### src/core/xcmwa_regs.vh
// Register offsets, field positions, reset values and code-group constants
`ifndef XCMWA_REGS_VH
`define XCMWA_REGS_VH

// APB register byte offsets
`define XCMWA_CTRL_OFF 12'h000
`define XCMWA_STAT_OFF 12'h004

// Control register fields
`define XCMWA_CTRL_COMMA_LSB 0
`define XCMWA_CTRL_COMMA_MSB 9
`define XCMWA_CTRL_IDLE_BIT 16
`define XCMWA_COMMA_RST 10'h0FA
`define XCMWA_IDLE_EN_RST 1'b1

// Status register fields
`define XCMWA_STAT_LOCK_LSB 0
`define XCMWA_STAT_ARMED_LSB 8
`define XCMWA_STAT_SIGDET_LSB 12

// XGMII characters and special code-group bytes
`define XCMWA_XG_IDLE 8'h07
`define XCMWA_XG_SEQ 8'h9C
`define XCMWA_XG_START 8'hFB
`define XCMWA_XG_TERM 8'hFD
`define XCMWA_XG_ERR 8'hFE
`define XCMWA_K28_0 8'h1C
`define XCMWA_K28_3 8'h7C
`define XCMWA_K28_5 8'hBC

// Synchronization and idle generation counts, and the idle LFSR seed
`define XCMWA_SYNC_COMMAS 3'h4
`define XCMWA_A_GAP_MIN 5'h08
`define XCMWA_LFSR_SEED 7'h7F

`endif

### src/core/xcmwa_lane_align.v
// Per-lane comma pattern detector and word aligner, two code-groups per word
`timescale 1ns/1ps
`default_nettype none

module xcmwa_lane_align #(
	parameter WORD_W = 20
) (
	input wire pclk,
	input wire presetn,
	input wire [WORD_W-1:0] raw_word,
	input wire align_en,
	input wire [9:0] comma_pat,
	output reg [WORD_W-1:0] aligned_word,
	output reg [1:0] comma_seen,
	output reg armed
);

	localparam WIN_W = 2 * WORD_W;

	reg [WORD_W-1:0] prev_reg;
	reg [4:0] off_reg;
	reg en_d_reg;
	wire [WIN_W-1:0] window;
	wire [WIN_W-1:0] shifted;
	wire [WORD_W-1:0] hit;
	wire rise;
	reg found;
	reg [4:0] hit_off;
	integer k;

	// Older word sits in the low bits: low bits were received first
	assign window = {raw_word, prev_reg};
	assign shifted = window >> off_reg;
	assign rise = align_en & ~en_d_reg;

	genvar g;
	generate
		for (g = 0; g < WORD_W; g = g + 1) begin : g_hit
			assign hit[g] = (window[g+9:g] == comma_pat) |
				(window[g+9:g] == ~comma_pat);
		end
	endgenerate

	// Lowest offset wins so a comma is never skipped over
	always @* begin
		found = 1'b0;
		hit_off = 5'h00;
		for (k = WORD_W - 1; k >= 0; k = k - 1) begin
			if (hit[k]) begin
				found = 1'b1;
				hit_off = k[4:0];
			end
		end
	end

	always @(posedge pclk or negedge presetn) begin
		if (!presetn) begin
			prev_reg <= {WORD_W{1'b0}};
			off_reg <= 5'h00;
			en_d_reg <= 1'b0;
			armed <= 1'b0;
			aligned_word <= {WORD_W{1'b0}};
			comma_seen <= 2'b00;
		end else begin
			prev_reg <= raw_word;
			en_d_reg <= align_en;
			// Boundary only moves after a low-to-high enable; else untouched
			if (rise) begin
				armed <= 1'b1;
			end else if (armed && found) begin
				armed <= 1'b0;
				off_reg <= hit_off;
			end
			aligned_word <= shifted[WORD_W-1:0];
			comma_seen[0] <= (shifted[9:0] == comma_pat) |
				(shifted[9:0] == ~comma_pat);
			comma_seen[1] <= (shifted[19:10] == comma_pat) |
				(shifted[19:10] == ~comma_pat);
		end
	end

endmodule

`default_nettype wire

### src/core/xcmwa_top.v
// XAUI code mapping, idle generation, word alignment and lane sync
`timescale 1ns/1ps
`default_nettype none
`include "xcmwa_regs.vh"

// Function
// Control flag low: lane byte goes out unchanged as a data code-group.
// Control idle 07 goes out as K28.0, K28.3 or K28.5.
// Idle columns become a pseudorandom mix of A, R and K columns.
// 9C, FB, FD map to K28.4, K27.7, K29.7; others to K30.7.
// Decoded code-groups of four lanes map back to XGMII bytes and flags.
// Ordered sets are four-lane columns starting on lane 0.
// Each lane feeds its own 8B/10B encoder and serial pair.
// Each lane carries two code-group bytes per clock, 16 bits wide.
// Aligner stays in path; without enable edges the boundary never moves.
// Comma seen pulses one cycle per matching word; boundary untouched.
// The comma compared against is a programmable 10-bit pattern.
// Both the comma and its bitwise complement are matched.
// Four K28.5 commas, with valid groups between, give synchronization.
// Partner sends no invalid code-groups while sync is being acquired.
// Locked output rises once synchronization is achieved.
// Acquisition starts only with signal present and reset released.
// Losing signal or entering reset abandons sync and waits again.
// Realignment needs the enable driven low then high.
// High and low byte of each lane have separate locked outputs.
// Locked stays low after abandonment until acquisition completes.
// Realignment puts the found comma in the first code-group slot.
module xcmwa_top (
	input wire pclk,
	input wire presetn,
	input wire psel,
	input wire penable,
	input wire pwrite,
	input wire [11:0] paddr,
	input wire [31:0] pwdata,
	output reg [31:0] prdata,
	output reg pready,
	output reg pslverr,
	input wire [63:0] xgmii_txd,
	input wire [7:0] xgmii_txc,
	output reg [63:0] tx_code,
	output reg [7:0] tx_kflag,
	input wire [79:0] rx_raw,
	input wire [3:0] comma_align_en,
	output wire [79:0] rx_aligned,
	output wire [7:0] comma_seen,
	input wire [63:0] rx_dec,
	input wire [7:0] rx_deck,
	input wire [7:0] rx_decerr,
	input wire rx_reset,
	input wire [3:0] sig_detect,
	output reg [63:0] xgmii_rxd,
	output reg [7:0] xgmii_rxc,
	output reg [7:0] lane_locked
);

	localparam ST_LOSS = 3'b001;
	localparam ST_ACQ = 3'b010;
	localparam ST_SYNC = 3'b100;

	reg [9:0] comma_reg;
	reg idle_en_reg;
	reg [3:0] sig_meta_reg;
	reg [3:0] sig_sync_reg;
	reg [6:0] lfsr_reg;
	reg [6:0] lfsr_next;
	reg [4:0] agap_reg;
	reg [4:0] agap_next;
	reg was_idle_reg;
	reg [7:0] idle_lo;
	reg [7:0] idle_hi;
	reg [11:0] st_reg;
	reg [11:0] st_next;
	reg [11:0] cnt_reg;
	reg [11:0] cnt_next;
	wire [3:0] armed;
	wire [63:0] tx_code_next;
	wire [7:0] tx_kflag_next;
	wire [63:0] rxd_next;
	wire [7:0] rxc_next;
	wire col_idle_lo;
	wire col_idle_hi;
	wire apb_acc;
	wire hit_ctrl;
	wire hit_stat;
	integer n;
	integer m;

	// XGMII byte with control flag set, mapped to a special code byte
	function [7:0] map_tx;
		input [7:0] b;
		begin
			case (b)
				`XCMWA_XG_SEQ: map_tx = b;
				`XCMWA_XG_START: map_tx = b;
				`XCMWA_XG_TERM: map_tx = b;
				`XCMWA_XG_IDLE: map_tx = `XCMWA_K28_5;
				default: map_tx = `XCMWA_XG_ERR;
			endcase
		end
	endfunction

	// Decoded code-group to {control, byte}
	function [8:0] map_rx;
		input [7:0] b;
		input k;
		input err;
		begin
			if (err) begin
				map_rx = {1'b1, `XCMWA_XG_ERR};
			end else if (!k) begin
				map_rx = {1'b0, b};
			end else begin
				case (b)
					`XCMWA_K28_0: map_rx = {1'b1, `XCMWA_XG_IDLE};
					`XCMWA_K28_3: map_rx = {1'b1, `XCMWA_XG_IDLE};
					`XCMWA_K28_5: map_rx = {1'b1, `XCMWA_XG_IDLE};
					`XCMWA_XG_SEQ: map_rx = {1'b1, b};
					`XCMWA_XG_START: map_rx = {1'b1, b};
					`XCMWA_XG_TERM: map_rx = {1'b1, b};
					default: map_rx = {1'b1, `XCMWA_XG_ERR};
				endcase
			end
		end
	endfunction

	// Transmit: a column is idle only when all four lanes carry idle
	assign col_idle_lo = (xgmii_txc[3:0] == 4'hF) &&
		(xgmii_txd[31:0] == {4{`XCMWA_XG_IDLE}}) && idle_en_reg;
	assign col_idle_hi = (xgmii_txc[7:4] == 4'hF) &&
		(xgmii_txd[63:32] == {4{`XCMWA_XG_IDLE}}) && idle_en_reg;

	// First idle column after traffic is K, except an upper one after an idle upper column; /A/ is spaced by agap
	always @* begin
		lfsr_next = {lfsr_reg[5:0], lfsr_reg[6] ^ lfsr_reg[5]};
		agap_next = agap_reg;
		idle_lo = `XCMWA_K28_5;
		idle_hi = `XCMWA_K28_5;
		if (col_idle_lo | col_idle_hi) begin
			if (agap_reg != 5'h00) begin
				agap_next = agap_reg - 5'h01;
			end
		end
		if (col_idle_lo && was_idle_reg) begin
			if (agap_reg == 5'h00) begin
				idle_lo = `XCMWA_K28_3;
				agap_next = `XCMWA_A_GAP_MIN + {2'b00, lfsr_reg[2:0]};
			end else if (lfsr_reg[0]) begin
				idle_lo = `XCMWA_K28_0;
			end
		end
		if (col_idle_hi && (col_idle_lo || was_idle_reg) && lfsr_reg[1]) begin
			idle_hi = `XCMWA_K28_0;
		end
	end

	genvar i;
	generate
		for (i = 0; i < 8; i = i + 1) begin : g_byte
			wire [7:0] tb;
			wire col_idle;
			wire [8:0] rm;
			assign tb = xgmii_txd[i*8+:8];
			assign col_idle = (i < 4) ? col_idle_lo : col_idle_hi;
			assign tx_code_next[i*8+:8] = col_idle ?
				((i < 4) ? idle_lo : idle_hi) :
				(xgmii_txc[i] ? map_tx(tb) : tb);
			assign tx_kflag_next[i] = xgmii_txc[i];
			assign rm = map_rx(rx_dec[i*8+:8], rx_deck[i], rx_decerr[i]);
			assign rxd_next[i*8+:8] = rm[7:0];
			assign rxc_next[i] = rm[8];
		end
		for (i = 0; i < 4; i = i + 1) begin : g_lane
			xcmwa_lane_align #(
				.WORD_W(20)
			) u_align (
				.pclk(pclk),
				.presetn(presetn),
				.raw_word(rx_raw[i*20+:20]),
				.align_en(comma_align_en[i]),
				.comma_pat(comma_reg),
				.aligned_word(rx_aligned[i*20+:20]),
				.comma_seen(comma_seen[i*2+:2]),
				.armed(armed[i])
			);
		end
	endgenerate

	// Lane sync: count decoded K28.5 commas; byte slots are lane bytes i, i+4
	always @* begin
		st_next = st_reg;
		cnt_next = cnt_reg;
		for (n = 0; n < 4; n = n + 1) begin
			if (rx_reset || !sig_sync_reg[n]) begin
				st_next[n*3+:3] = ST_LOSS;
				cnt_next[n*3+:3] = 3'h0;
			end else begin
				case (st_reg[n*3+:3])
					ST_LOSS: begin
						st_next[n*3+:3] = ST_ACQ;
						cnt_next[n*3+:3] = 3'h0;
					end
					ST_ACQ: begin
						if (rx_decerr[n] || rx_decerr[n+4]) begin
							// Invalid group here restarts the count
							cnt_next[n*3+:3] = 3'h0;
						end else if ((rx_deck[n] &&
							rx_dec[n*8+:8] == `XCMWA_K28_5) ||
							(rx_deck[n+4] &&
							rx_dec[(n+4)*8+:8] == `XCMWA_K28_5)) begin
							cnt_next[n*3+:3] = cnt_reg[n*3+:3] + 3'h1;
							if (cnt_reg[n*3+:3] + 3'h1 ==
								`XCMWA_SYNC_COMMAS) begin
								st_next[n*3+:3] = ST_SYNC;
							end
						end
					end
					ST_SYNC: st_next[n*3+:3] = ST_SYNC;
					default: st_next[n*3+:3] = ST_LOSS;
				endcase
			end
		end
	end

	assign apb_acc = psel && penable && pready;
	assign hit_ctrl = (paddr == `XCMWA_CTRL_OFF);
	assign hit_stat = (paddr == `XCMWA_STAT_OFF);

	always @(posedge pclk or negedge presetn) begin
		if (!presetn) begin
			comma_reg <= `XCMWA_COMMA_RST;
			idle_en_reg <= `XCMWA_IDLE_EN_RST;
			prdata <= 32'h00000000;
			pready <= 1'b0;
			pslverr <= 1'b0;
			sig_meta_reg <= 4'h0;
			sig_sync_reg <= 4'h0;
			lfsr_reg <= `XCMWA_LFSR_SEED;
			agap_reg <= `XCMWA_A_GAP_MIN;
			was_idle_reg <= 1'b0;
			tx_code <= 64'h0000000000000000;
			tx_kflag <= 8'h00;
			xgmii_rxd <= 64'h0000000000000000;
			xgmii_rxc <= 8'h00;
			st_reg <= {4{ST_LOSS}};
			cnt_reg <= 12'h000;
			lane_locked <= 8'h00;
		end else begin
			// One wait state: ready rises in the second access cycle
			pready <= psel && penable && !pready;
			pslverr <= psel && penable && !pready &&
				!(hit_ctrl || (hit_stat && !pwrite));
			if (psel && penable && !pready && !pwrite) begin
				if (hit_ctrl) begin
					prdata <= {15'h0000, idle_en_reg, 6'h00, comma_reg};
				end else if (hit_stat) begin
					prdata <= {16'h0000, sig_sync_reg, armed, lane_locked};
				end else begin
					prdata <= 32'h00000000;
				end
			end
			if (apb_acc && pwrite && hit_ctrl) begin
				comma_reg <= pwdata[`XCMWA_CTRL_COMMA_MSB:
					`XCMWA_CTRL_COMMA_LSB];
				idle_en_reg <= pwdata[`XCMWA_CTRL_IDLE_BIT];
			end
			sig_meta_reg <= sig_detect;
			sig_sync_reg <= sig_meta_reg;
			lfsr_reg <= lfsr_next;
			agap_reg <= agap_next;
			was_idle_reg <= col_idle_hi | (col_idle_lo & ~idle_en_reg);
			// Encoder and serializer per lane sit behind these bytes
			tx_code <= tx_code_next;
			tx_kflag <= tx_kflag_next;
			xgmii_rxd <= rxd_next;
			xgmii_rxc <= rxc_next;
			st_reg <= st_next;
			cnt_reg <= cnt_next;
			// Own index: sharing one with the comb block would race
			for (m = 0; m < 4; m = m + 1) begin
				lane_locked[m] <= (st_next[m*3+:3] == ST_SYNC);
				lane_locked[m+4] <= (st_next[m*3+:3] == ST_SYNC);
			end
		end
	end

endmodule

`default_nettype wire

### config.mk
export PLATFORM = sky130hd
export DESIGN_NAME = xcmwa_top
export DESIGN_NICKNAME = d
export VERILOG_FILES = /design/src/core/xcmwa_lane_align.v /design/src/core/xcmwa_top.v
export VERILOG_INCLUDE_DIRS = /design/src /design/src/core
export SDC_FILE = /design/constraint.sdc
export NUM_CORES = 2
export LEC_CHECK = 0
export BUFFER_PORTS_ARGS = -buffer_cell sky130_fd_sc_hd__buf_2
export CORE_MARGIN = 4
export CORE_UTILIZATION = 40
export CTS_CLUSTER_DIAMETER = 50
export DETAILED_ROUTE_END_ITERATION = 8
export PLACE_DENSITY = 0.58
export SETUP_SLACK_MARGIN = 0.1
export SLEW_MARGIN = 10
export SYNTH_ARGS = -nofsm -noshare
export SYNTH_HDL_FRONTEND = slang
export SYNTH_HIERARCHICAL = 1
export SYNTH_SLANG_ARGS = --single-unit
### constraint.sdc
create_clock -name pclk -period 4.45 [get_ports pclk]
set_clock_uncertainty 0.05 [all_clocks]
set_input_delay 0 -clock pclk [delete_from_list [all_inputs] [get_ports pclk]]
set_output_delay 0 -clock pclk [all_outputs]
set_load 0.02 [all_outputs]
==> results.md <==
- Share of cells above drive strength 1: 0.237
- Area of the core: between 0.09 and 0.1 mm²
- Number of synthesized flops with an enable pin: 0
- Vias in the first global route: about 36000
- Crit path kind: flop to flop
- R2R Path End: g_lane[1].u_align/off_reg[4]
- DR WL/cell: between 20 and 25 µm
- Slack of the worst reg-to-reg path: just over 900 ps
- Synth warn: 6
- Critical path depth: 9
- Area grow syn2layout: 24.6%
- First drt pass iteration count: 5
- Hold Fails Final Rpt: 0
- Clk buf depth: 3
- Port bufs: about 530
- Startpoint types: flop
- Tmin final: 3520 ps
- Ys async rst share: 1.00
- Post-synthesis register bit count: about 420
- Clock transition at path regs: about 60 ps
- Largest net degree at the start of global routing: ~110
- Buf/Inv on CP: 1
- CP cell instances: buf_4 -> xnor2_1 -> nand4_1 -> nor3_1 -> a31oi_1 -> nor4bb_1 -> and4bb_2 -> a21oi_2 -> o22a_1
- Die area: 0.101 mm²
- I/O pin count: between 500 and 600
- Register area: 0.0106 mm²
- Row cnt: ~110
- Distinct cell type count after synthesis: 94
- Multi-input logic area: approximately 0.025 mm²
- RSZ-0062 raised after global routing: no
- CP Data Arrival Time: around 4000 ps
- Remaining Overflow, GRT: 0
- PwrDens: approximately 460 mW/mm²
- Most common cell after layout, fill and taps aside: buf_2
- Max-slew violations: 0
- Mapped Area: 0.0383 mm²
- Skew-Pair Late Insertion Delay: about 640 ps
- Placer Congestion: around 0.92
- Fillcell total: 8619
- CTS resizes: 0
- Register area share after synthesis: 0.274
- CTS H-tree lvls: 3
- Tcrit/Tclk final: 0.791
- Total CTS buffers: 70
- CP endpoint: g_lane[1].u_align/off_reg[4]
- Met1 track demand over resource: 0.327
- Antenna-violating nets left: 0
- Commonest non-fill, non-tap cells in the layout: 526 x buf_2, 456 x xnor2_1, 453 x xor2_1
- Vias per inst: about 5.9
- Synth Flop Type: dfrtp_1
- CP startpoint: comma_reg[1]
- Highest Clock Rate: approximately 0.28 GHz
- Max_cap viols: 0
- Slowest CP cell: dfstp_4
- Worst path max stage delay: approximately 1000 ps
- Worst IR drop on VDD: roughly 310 µV
- DR iter-0 viols: 2991
- Initial antenna violation count: 4
- GRT busiest layer: met2
- First-pass GRT wire length: 206000 µm
- Met2 usage: 0.420
- Run status: finished clean
- Final HPWL DP: around 86000 µm
- Overall Power: roughly 22 mW
- Mapped Cells: about 4000
- Tot GR Track Use: 0.251
- Post CTS Setup Buffer Count: 0
- Final wirelength: between 100000 and 150000 µm
- Worst r2r src: comma_reg[1]
- Post-Syn Area per Cell: ~9.5 µm²
- Relative slew slack: 0.270
- TritonCTS clock tree: yes
- DRC Markers: 0
- Crit path max fanout: 37
- Hold Crit Class: input port to asynchronous set/reset pin
- Routed vias: approximately 36000
- Setup crit end kind: flop
- Initial core utilization: 0.403
- Worst-Margin Slew: about 1100 ps
- Final setup fails: 0
- # nets final: around 5000
- Crit path required time: 4920 ps
- Crit-path leading delay family: simple AND/OR/NAND/NOR gates
- Clock Root Buffer: clkbuf_16
- Final setup TNS: 0 ps
- GR Layer Usage met3: 0.0513
- Clock Sinks: 419
- Chip height: about 320 µm
- Worst-case reg-to-reg path depth: 9
- Leakage: around 20 nW
- Die X: 318 µm
-- metrics by stage --
| stage | area, µm² | cells | worst slack (ps) | utilization | hold WS [ps] |
|---|---|---|---|---|---|
| 2_1_floorplan | 38400 | 4030 | 1790 | - | -346 |
| 3_3_place_gp | 41300 | 5541 | 1010 | 0.435 | 32.7 |
| 3_5_place_dp | 41300 | 5541 | 950 | 0.435 | 37.5 |
| 4_1_cts | 47800 | 6068 | 934 | 0.503 | 0.979 |
| 5_1_grt | 47800 | 6070 | 680 | 0.503 | 37.3 |
| 6_report | 47800 | 6070 | 930 | 0.503 | 63.5 |
-- worst min-delay path by stage --
stage / start / endpoint / depth (start not counted)
6_report: presetn / lfsr_reg[1] / 2
2_1_floorplan: presetn / agap_reg[0] / 0
4_1_cts: presetn / agap_reg[3] / 2
3_5_place_dp: presetn / tx_code[47] / 1
3_3_place_gp: presetn / tx_code[45] / 1
5_1_grt: presetn / agap_reg[3] / 2
-- what timing repair did --
action / in CTS / in global routing
setup endpoints to repair: 0 / 0
hold endpoints to repair: 544 / 0
hold buffers: 398 / 0
-- synthesized netlist by cell type, types with 16 or more instances --
library cell | count | area [µm²]
clkbuf_1 | 48 | 180
o31ai_1 | 47 | 353
or2_2 | 34 | 213
buf_6 | 24 | 270
a22oi_1 | 27 | 203
xnor2_1 | 456 | 3990
a21oi_1 | 102 | 510
nand2_1 | 221 | 830
nor2b_1 | 22 | 138
buf_2 | 204 | 1020
o22ai_1 | 20 | 125
a211oi_1 | 34 | 255
nand3_1 | 131 | 656
buf_4 | 99 | 743
o211ai_1 | 28 | 210
a21o_1 | 19 | 143
dfstp_2 | 19 | 499
a31oi_1 | 42 | 263
and2_1 | 16 | 100
dfrtp_1 | 400 | 10000
mux4_2 | 180 | 4050
nor3b_1 | 16 | 120
nor2_1 | 194 | 728
nor3_1 | 95 | 475
or3_1 | 31 | 194
inv_1 | 95 | 357
nand4_1 | 216 | 1350
mux2i_1 | 87 | 871
nand2b_1 | 30 | 188
nor4_1 | 176 | 1100
xor2_1 | 453 | 3970
a22o_1 | 16 | 140
o21ai_0 | 78 | 390
mux2_2 | 52 | 586
-- layout make-up --
| class | count | share of cell area |
|---|---|---|
| Inverter | 103 | 0.00809 |
| Clock buffer | 85 | 0.0407 |
| Antenna cell | 2 | 0.000105 |
| Multi-Input combinational cell | 3113 | 0.525 |
| Timing Repair Buffer | 1039 | 0.161 |
| Clock inverter | 44 | 0.0111 |
| Tap cell | 1265 | 0.0331 |
| Sequential cell | 419 | 0.221 |
-- kinds of logic (layout without fill, tap and decap cells) --
group | count (synthesis) | after routing | share of synthesized area
and+or+nand+nor | 1293 | 1293 | 0.186
DFF | 419 | 419 | 0.274
adders and majority gates | 9 | 9 | 0.00294
muxes | 339 | 339 | 0.156
other | 1 | 17 | 0.0000978
AOI/OAI and AO/OA | 548 | 548 | 0.101
xor gates and xnor gates | 909 | 909 | 0.208
buffers and inverters | 498 | 1271 | 0.0732
-- where the power goes --
| group | switching, mW | internal (mW) |
|---|---|---|
| Combinational | 5.83 | 4.74 |
| Clock | 2.15 | 3.59 |
| Sequential | 1.07 | 4.44 |
-- metal layers --
metal | vias up | share of wire
li1 | 16100 | -
met1 | 17600 | 0.42
met2 | 1704 | 0.48
met3 | 225 | 0.083
met4 | 2 | 0.026
met5 | - | 0.000099
(Power assumes the default switching activity.)
